$ cat src/rtl/pacs_cfg.svh
// Purpose: constants for the page address and emulation select decode
// Assumes: 16-bit physical address, six page index bits
// Notes: region codes taken from the top two address bits
`ifndef PACS_CFG_SVH
`define PACS_CFG_SVH
`define PACS_REGION_LSB 14
`define PACS_XADDR_LOW0 6'h3d
`define PACS_XADDR_LOW1 6'h3e
`define PACS_XADDR_TOP 6'h3f
`define PACS_THRESH_128K 6'h38
`define PACS_THRESH_256K 6'h30
`define PACS_THRESH_512K 6'h20
`define PACS_THRESH_1M 6'h00
`define PACS_APB_CTRL 12'h000
`define PACS_APB_STAT 12'h004
`define PACS_CTRL_RST 32'h0000_0000
`define PACS_PORTK_OUT_RST 8'hff
`define PACS_PORTK_OE_RST 8'h00
`endif

$ cat src/rtl/pacs_pkg.sv
// Purpose: types for the page address and emulation select decode
// Assumes: used by pacs_decode only
// Notes: constants live in pacs_cfg.svh
package pacs_pkg;
  typedef enum logic [1:0] {
    ALLOC_0K,
    ALLOC_16K,
    ALLOC_48K,
    ALLOC_64K
  } pacs_alloc_type;
  typedef enum logic [1:0] {
    REG_LOW0,
    REG_LOW1,
    REG_WINDOW,
    REG_TOP
  } pacs_region_type;
  typedef struct packed {
    logic [5:0] xaddr;
    logic selN;
    logic enable;
  } pacs_out_type;
endpackage

$ cat src/rtl/pacs_decode.sv
// Purpose: extended address and emulation select decode with APB control
// Assumes: bus address and page index synchronous to clk
// Notes: outputs registered, one cycle after the bus cycle address
//
// Local design decisions: the placing of the registers and the APB slave port.
`include "pacs_cfg.svh"
`timescale 1ns/1ps
`default_nettype none
module pacs_decode (
  input wire logic clk,
  input wire logic sys_rst,
  input wire logic [15:0] busAddr,
  input wire logic expandedMode,
  input wire logic [5:0] programPageIndex,
  input wire logic [1:0] pagePartitionSelect,
  input wire logic [6:0] portKGpioOut,
  input wire logic [7:0] portKGpioDir,
  input wire logic psel,
  input wire logic penable,
  input wire logic pwrite,
  input wire logic [11:0] paddr,
  input wire logic [31:0] pwdata,
  output logic [31:0] prdata,
  output logic pready,
  output logic pslverr,
  output logic [7:0] portKOut,
  output logic [7:0] portKOe
);
  // ctrl: bit0 option, bits2:1 allocation, bit3 hide
  logic [31:0] ctrl_q;
  logic emulationPortOption;
  logic lowerFlashMapHide;
  pacs_pkg::pacs_alloc_type alloc;
  pacs_pkg::pacs_region_type region;
  pacs_pkg::pacs_out_type dec;
  logic [5:0] thresh;
  logic winInternal;
  logic active;
  logic apbAccess;
  logic apbDone;
  logic [31:0] prdata_d;
  logic pslverr_d;

  assign emulationPortOption = ctrl_q[0];
  assign alloc = pacs_pkg::pacs_alloc_type'(ctrl_q[2:1]);
  assign lowerFlashMapHide = ctrl_q[3];
  assign active = emulationPortOption & expandedMode;
  assign region = pacs_pkg::pacs_region_type'(busAddr[15:`PACS_REGION_LSB]);
  assign apbAccess = psel & penable & ~pready;
  // completing edge: pready seen high by the master
  assign apbDone = psel & penable & pready;

  always_comb begin
    case (pagePartitionSelect)
      2'b00: thresh = `PACS_THRESH_128K;
      2'b01: thresh = `PACS_THRESH_256K;
      2'b10: thresh = `PACS_THRESH_512K;
      default: thresh = `PACS_THRESH_1M;
    endcase
    winInternal = (programPageIndex >= thresh);
  end

  always_comb begin
    dec.enable = active;
    dec.selN = 1'b1;
    dec.xaddr = `PACS_XADDR_TOP;
    case (region)
      pacs_pkg::REG_LOW0: begin
        dec.xaddr = `PACS_XADDR_LOW0;
        if (alloc == pacs_pkg::ALLOC_64K) begin
          dec.selN = lowerFlashMapHide;
        end
      end
      pacs_pkg::REG_LOW1: begin
        dec.xaddr = `PACS_XADDR_LOW1;
        if (alloc == pacs_pkg::ALLOC_48K || alloc == pacs_pkg::ALLOC_64K) begin
          dec.selN = lowerFlashMapHide;
        end
      end
      pacs_pkg::REG_WINDOW: begin
        dec.xaddr = programPageIndex;
        case (alloc)
          pacs_pkg::ALLOC_0K: dec.selN = 1'b0;
          pacs_pkg::ALLOC_16K: dec.selN = 1'b1;
          default: dec.selN = ~winInternal;
        endcase
      end
      default: begin
        dec.xaddr = `PACS_XADDR_TOP;
        dec.selN = 1'b0;
      end
    endcase
  end

  always_ff @(posedge clk) begin
    if (sys_rst) begin
      portKOut <= `PACS_PORTK_OUT_RST;
      portKOe <= `PACS_PORTK_OE_RST;
    end else if (dec.enable) begin
      portKOut <= {dec.selN, portKGpioOut[6], dec.xaddr};
      portKOe <= {1'b1, portKGpioDir[6], 6'h3f};
    end else if (emulationPortOption) begin
      portKOut <= {1'b1, portKGpioOut[6], portKGpioOut[5:0]};
      portKOe <= {1'b1, portKGpioDir[6:0]};
    end else begin
      portKOut <= {1'b0, portKGpioOut};
      portKOe <= portKGpioDir;
    end
  end

  always_ff @(posedge clk) begin
    if (sys_rst) begin
      ctrl_q <= `PACS_CTRL_RST;
    end else if (apbDone && pwrite && paddr == `PACS_APB_CTRL) begin
      ctrl_q <= {28'h0000000, pwdata[3:0]};
    end
  end

  always_comb begin
    prdata_d = 32'h0000_0000;
    pslverr_d = 1'b0;
    if (paddr == `PACS_APB_CTRL) begin
      prdata_d = ctrl_q;
    end else if (paddr == `PACS_APB_STAT) begin
      prdata_d = {23'h000000, winInternal, dec.enable, dec.selN, dec.xaddr};
      pslverr_d = pwrite;
    end else begin
      pslverr_d = 1'b1;
    end
  end

  always_ff @(posedge clk) begin
    if (sys_rst) begin
      pready <= 1'b0;
      pslverr <= 1'b0;
      prdata <= 32'h0000_0000;
    end else begin
      pready <= apbAccess;
      pslverr <= apbAccess & pslverr_d;
      prdata <= (apbAccess && !pwrite) ? prdata_d : 32'h0000_0000;
    end
  end

  property p_top_sel;
    @(posedge clk) disable iff (sys_rst)
    (active && region == pacs_pkg::REG_TOP) |=> (portKOut[7] == 1'b0 && portKOe[7]);
  endproperty
  a_top_sel: assert property (p_top_sel)
    else $error("top block select not low");

  property p_win_addr;
    @(posedge clk) disable iff (sys_rst)
    (active && region == pacs_pkg::REG_WINDOW) |=> portKOut[5:0] == $past(programPageIndex);
  endproperty
  a_win_addr: assert property (p_win_addr)
    else $error("window address not page index");

  property p_low0_addr;
    @(posedge clk) disable iff (sys_rst)
    (active && region == pacs_pkg::REG_LOW0) |=> portKOut[5:0] == 6'h3d;
  endproperty
  a_low0_addr: assert property (p_low0_addr)
    else $error("low block address wrong");

  property p_low1_addr;
    @(posedge clk) disable iff (sys_rst)
    (active && region == pacs_pkg::REG_LOW1) |=> portKOut[5:0] == 6'h3e;
  endproperty
  a_low1_addr: assert property (p_low1_addr)
    else $error("second block address wrong");

  property p_top_addr;
    @(posedge clk) disable iff (sys_rst)
    (active && region == pacs_pkg::REG_TOP) |=> portKOut[5:0] == 6'h3f;
  endproperty
  a_top_addr: assert property (p_top_addr)
    else $error("top block address wrong");

  property p_off;
    @(posedge clk) disable iff (sys_rst)
    !active |=> portKOe[5:0] == $past(portKGpioDir[5:0]);
  endproperty
  a_off: assert property (p_off)
    else $error("pins driven while inactive");

  property p_0k_low;
    @(posedge clk) disable iff (sys_rst)
    (active && alloc == pacs_pkg::ALLOC_0K
      && (region == pacs_pkg::REG_LOW0 || region == pacs_pkg::REG_LOW1)) |=> portKOut[7];
  endproperty
  a_0k_low: assert property (p_0k_low)
    else $error("0K select low in low blocks");

  property p_16k_win;
    @(posedge clk) disable iff (sys_rst)
    (active && alloc == pacs_pkg::ALLOC_16K && region != pacs_pkg::REG_TOP) |=> portKOut[7];
  endproperty
  a_16k_win: assert property (p_16k_win)
    else $error("16K select low outside top");

  property p_hide;
    @(posedge clk) disable iff (sys_rst)
    (active && alloc == pacs_pkg::ALLOC_48K && region == pacs_pkg::REG_LOW1)
      |=> portKOut[7] == $past(lowerFlashMapHide);
  endproperty
  a_hide: assert property (p_hide)
    else $error("48K hide select wrong");

  property p_48k_low0;
    @(posedge clk) disable iff (sys_rst)
    (active && alloc == pacs_pkg::ALLOC_48K && region == pacs_pkg::REG_LOW0) |=> portKOut[7];
  endproperty
  a_48k_low0: assert property (p_48k_low0)
    else $error("48K first block select low");

  property p_64k_low0;
    @(posedge clk) disable iff (sys_rst)
    (active && alloc == pacs_pkg::ALLOC_64K && region == pacs_pkg::REG_LOW0)
      |=> portKOut[7] == $past(lowerFlashMapHide);
  endproperty
  a_64k_low0: assert property (p_64k_low0)
    else $error("64K hide select wrong");

  property p_ext_win;
    @(posedge clk) disable iff (sys_rst)
    (active && alloc == pacs_pkg::ALLOC_64K && region == pacs_pkg::REG_WINDOW
      && pagePartitionSelect == 2'b01 && programPageIndex < 6'h30) |=> portKOut[7];
  endproperty
  a_ext_win: assert property (p_ext_win)
    else $error("external window select low");

  property p_int_win;
    @(posedge clk) disable iff (sys_rst)
    (active && (alloc == pacs_pkg::ALLOC_48K || alloc == pacs_pkg::ALLOC_64K)
      && region == pacs_pkg::REG_WINDOW && pagePartitionSelect == 2'b00
      && programPageIndex >= 6'h38) |=> !portKOut[7];
  endproperty
  a_int_win: assert property (p_int_win)
    else $error("internal window select high");

  property p_gpio;
    @(posedge clk) disable iff (sys_rst)
    !emulationPortOption |=> (portKOe == $past(portKGpioDir)
      && portKOut[6:0] == $past(portKGpioOut));
  endproperty
  a_gpio: assert property (p_gpio)
    else $error("port K not plain I/O");

  property p_apb;
    @(posedge clk) disable iff (sys_rst)
    (psel && !penable) |=> ##1 pready;
  endproperty
  a_apb: assert property (p_apb)
    else $error("apb not answered");
endmodule
`default_nettype wire

$ cat config.mk
export PLATFORM = sky130hd
export DESIGN_NAME = pacs_decode
export DESIGN_NICKNAME = d
export VERILOG_FILES = /design/src/rtl/pacs_pkg.sv /design/src/rtl/pacs_decode.sv
export VERILOG_INCLUDE_DIRS = /design/src /design/src/rtl
export SDC_FILE = /design/constraint.sdc
export NUM_CORES = 1
export LEC_CHECK = 0
export BUFFER_PORTS_ARGS = -buffer_cell sky130_fd_sc_hd__buf_4
export CAP_MARGIN = 30
export CORE_ASPECT_RATIO = 1.75
export CORE_MARGIN = 4
export CORE_UTILIZATION = 35
export CTS_CLUSTER_SIZE = 25
export DETAILED_ROUTE_END_ITERATION = 16
export PLACE_DENSITY = 0.79
export REMOVE_ABC_BUFFERS = 1
export SYNTH_ARGS = -nofsm -noshare
export SYNTH_HDL_FRONTEND = slang
export SYNTH_SLANG_ARGS = --single-unit
$ cat constraint.sdc
create_clock -name clk -period 1.5 [get_ports clk]
set_input_delay 0.15 -clock clk [delete_from_list [all_inputs] [get_ports clk]]
set_output_delay 0.15 -clock clk [all_outputs]
set_load 0.02 [all_outputs]
# == After elaboration in Yosys (flattened, before gate mapping) ==
# Index checks and enable logic that the tools add are counted.
# op_classes
reduce_logical,12
mux,13
n_eq_ne,8
n_bitwise,9
n_lt_le_gt_ge,1
# op_table
op,n
$mux 8,4
$pmux 7 s3,1
$pmux 6 s3,1
$eq 12x3->1 const B,1
$logic_not 12->1,1
$eq 2x2->1 const B,4
$mux 4,2
$eq 2x1->1 const B,3
$ge 6x6->1,1
$logic_not 2->1,3
$and 1x1->1,5
$mux 1,4
$not 1->1,4
$reduce_or 4->1,1
$logic_and 1x1->1,3
$reduce_or 3->1,1
$pmux 1 s2,1
$reduce_or 2->1,1
$logic_not 1->1,1
$logic_or 1x1->1,1
# word_totals
output_inout_bits,50
register_bits,54
elab_cells,51
in_bits,89

# == Longest topological paths before layout ==
# logic_depth
depth_word,8
ltp_mapped,6
mapped_depth_nobuf,6

# == Worst setup path after synthesis ==
# Ideal clock, no wire load.
# synth_timing
kind,register to register
from,register pready
to,register prdata[6]
path_stages_with_launch,4
slack_ps,7
required_ps,1434
path_buffers,0
synth_period_minus_slack_ps,1493
setup_ps,66
arrival_time_ps,1427
path_cell_list,dfxtp_1 or3_4 or4b_4 a21oi_2
# synth_via
elab_chain_len,5
# synth_rtl
element,line,rtl
"start, declared",pacs_decode.sv:24,"output logic pready,"
"start signal, assigned",pacs_decode.sv:138,pready <= apbAccess;
$not 1->1,pacs_decode.sv:49,assign apbAccess = psel & penable & ~pready;
$and 1x1->1,pacs_decode.sv:49,
$logic_and 1x1->1,pacs_decode.sv:140,prdata <= (apbAccess && !pwrite) ? prdata_d : 32'h0000_0000;
$not 1->1 (no line),-,
$reduce_or 4->1 (no line),-,
"end signal, assigned",pacs_decode.sv:140,
"end, declared",pacs_decode.sv:23,"output logic [31:0] prdata,"
# No other way between the ends.
# A chain may end at the register's enable or synchronous reset.

# == Worst setup path after layout ==
# Ends and elaborated chain as after synthesis.

==> qor.csv <==
metric;value;unit
status;finished clean;
placedInstanceArea;1910;sq um
layout.cells.non_filler;283;
crit_buf_inv;0;
ctsLongestPathBuffers;2;
min-delay-start;portKGpioOut[6];
rrSetupSlack;0.03;ns
mostFrequentLayoutCells;buf_4, dfxtp_1, nor2_1;
arrival;1.68;ns
crit_path_end_kind;flip-flop;
grt_pass1_wl;5140;microns
leakage;0.983;nW
initial_core_util;36.1;%
synth_area;1390;sq um
drive_above_1_share;41.3;%
ctsHoldBuffers;0;
drv_cap;0;
skew;0.0105;ns
grt-ovfl-total;0;
final_antenna_net_count;0;
final_common_cell;buf_4;
die_x;55.7;microns
syn-instance-count;157;
wl_per_cell;12.2;microns
start_kind;flip-flop;
ir_drop;716;uV
design_area;2050;sq um
fmax;0.679;GHz
route.detailed.drc;0;
cts.root.buffer_cell;clkbuf_8;
fin_crit;1.47;ns
slew_viol_final;0;
crit_path_cell_trace;or3_4, or4b_4, a21oi_2;
syn_to_final_growth;46.9;%
cpMaxStageDelayCell;or4b_4;
worst_path_dominant_cell_family;simple AND/OR/NAND/NOR gates;
cts_htree_levels;2;
core;3870;sq um
vias;1288;
slowest_delay;0.58;ns
dp_cells;274;
ys_top_cells_by_area;dfxtp_1, buf_4, nor2_1, nand2_1, o211ai_1;
yosys.area.top_type_share;44.5;%
crit_start;pready;
crit_path_max_fanout;5;
cellPowerDensity;980;nW/um^2
grt_use_total;13.0;%
firstDrtPassIters;4;
nets;326;
dp_hpwl;2830;microns
timing.rr.start;pready;
die_area;5100;sq um
clk_pin_slew;0.07;ns
die_y;91.5;microns
routed_wl;3440;microns
grt_max_degree;16;
ios;139;
dp_slack;-0.174;ns
drtIter0Drc;27;
io_buffers;73;
layout_setup_ws;0.0280;ns
crit_type;reg2reg;
setup_viol;0;
vias_per_cell;4.55;
cts_tree;done;
n_antenna_cell;0;
cts_sinks;31;
rsz0062_at_grt;true;
ys_seq_area_share;44.5;%
crit_required;1.71;ns
setup_tns;0;ns
avgSynthCellArea;8.88;sq um
ys_warn_count;0;
cts_made_buffers;5;
hp-class;in2reg;
synth-seq-cells;31;
synth.distinct_cells;34;
yosysTopAreaCell;dfxtp_1;
grt_pass1_vias;1176;
clkLatencyLatePin;0.28;ns
antenna_found_initial;0;
finalCritPeriodShare;98.1;%
final_hold_viol_count;0;
gp_congestion;0.851;
num_rows;30;
## layer usage
layer / GRT usage, % / vias to the layer above / wire, microns
met3: 3.41 / 14 / 307
met1: 10.2 / 581 / 1070
met5: 0 / - / 0
met4: 10.1 / 0 / 165
li1: - / 630 / -
met2: 25.4 / 63 / 1900
## registers in the layout, indices dropped and copies added (netlist names)
register,cells
portKOe,8
portKOut,8
pready,1
ctrl_q,4
prdata,9
pslverr,1
## cells in the mapped netlist (all sizes together)
master  instances
a211oi          3
a21oi           6
a41oi           1
and2            2
buf            23
clkbuf          6
conb            1
dfxtp          31
ha              3
inv             4
mux2i           4
nand2          18
nand2b          3
nand3           2
nand4b          1
nor2           28
nor2b           1
nor3            1
nor4            3
nor4b           1
o211ai          7
o21a            1
o21bai          1
o22ai           1
or2             1
or3             2
or3b            1
or4b            1
## stage by stage
stage / total power [W] / util [%] / hold slack (ns)
2_1_floorplan: 0.00102 / - / 0.222
3_3_place_gp: 0.00119 / 49.4 / 0.329
5_1_grt: 0.00208 / 53.0 / 0.0556
6_report: 0.00201 / 53.0 / 0.0557
4_1_cts: 0.00203 / 52.8 / 0.0472
3_5_place_dp: 0.00119 / 49.4 / 0.336
## repair_timing
| action | 4_1_cts | 5_1_grt |
|---|---|---|
| endpoints found under the setup margin | 1 | 5 |
| pin swaps | 2 | 1 |
| endpoints found under the hold margin | 0 | 0 |
| setup buffers | 1 | 0 |
| gates resized for setup | 1 | 2 |
## worst paths after layout
path | endpoint | cells past startpoint
min | portKOut[6] | 2
min reg2reg | ctrl_q[3] | 2
max reg2reg | prdata[6] | 3
max | prdata[6] | 3
## power by group
part / switching [W] / total (W) / internal, W
clock network: 0.000292 / 0.000829 / 0.000537
registers: 0.00000632 / 0.000855 / 0.000849
logic: 0.000174 / 0.000324 / 0.000150
## layout make-up
cell class | count | area, sq um
Fill cell | 351 | 1820
Sequential cell | 31 | 621
Clock inverter | 2 | 35.0
Tap cell | 48 | 60.1
Multi-Input combinational cell | 115 | 657
Clock buffer | 6 | 82.6
Timing Repair Buffer | 77 | 578
Inverter | 4 | 15.0
## logic make-up (layout without fill, tap and decap cells)
logic type	after synthesis	after routing	share of synthesized area (%)
compound gates	20	20	9.96
other cells	1	23	0.269
mux	4	4	2.87
buf+inv	33	89	15.1
simple gates	65	65	24.6
fa+ha+maj	3	3	2.69
flops	31	31	44.5
(Power assumes the default switching activity.)
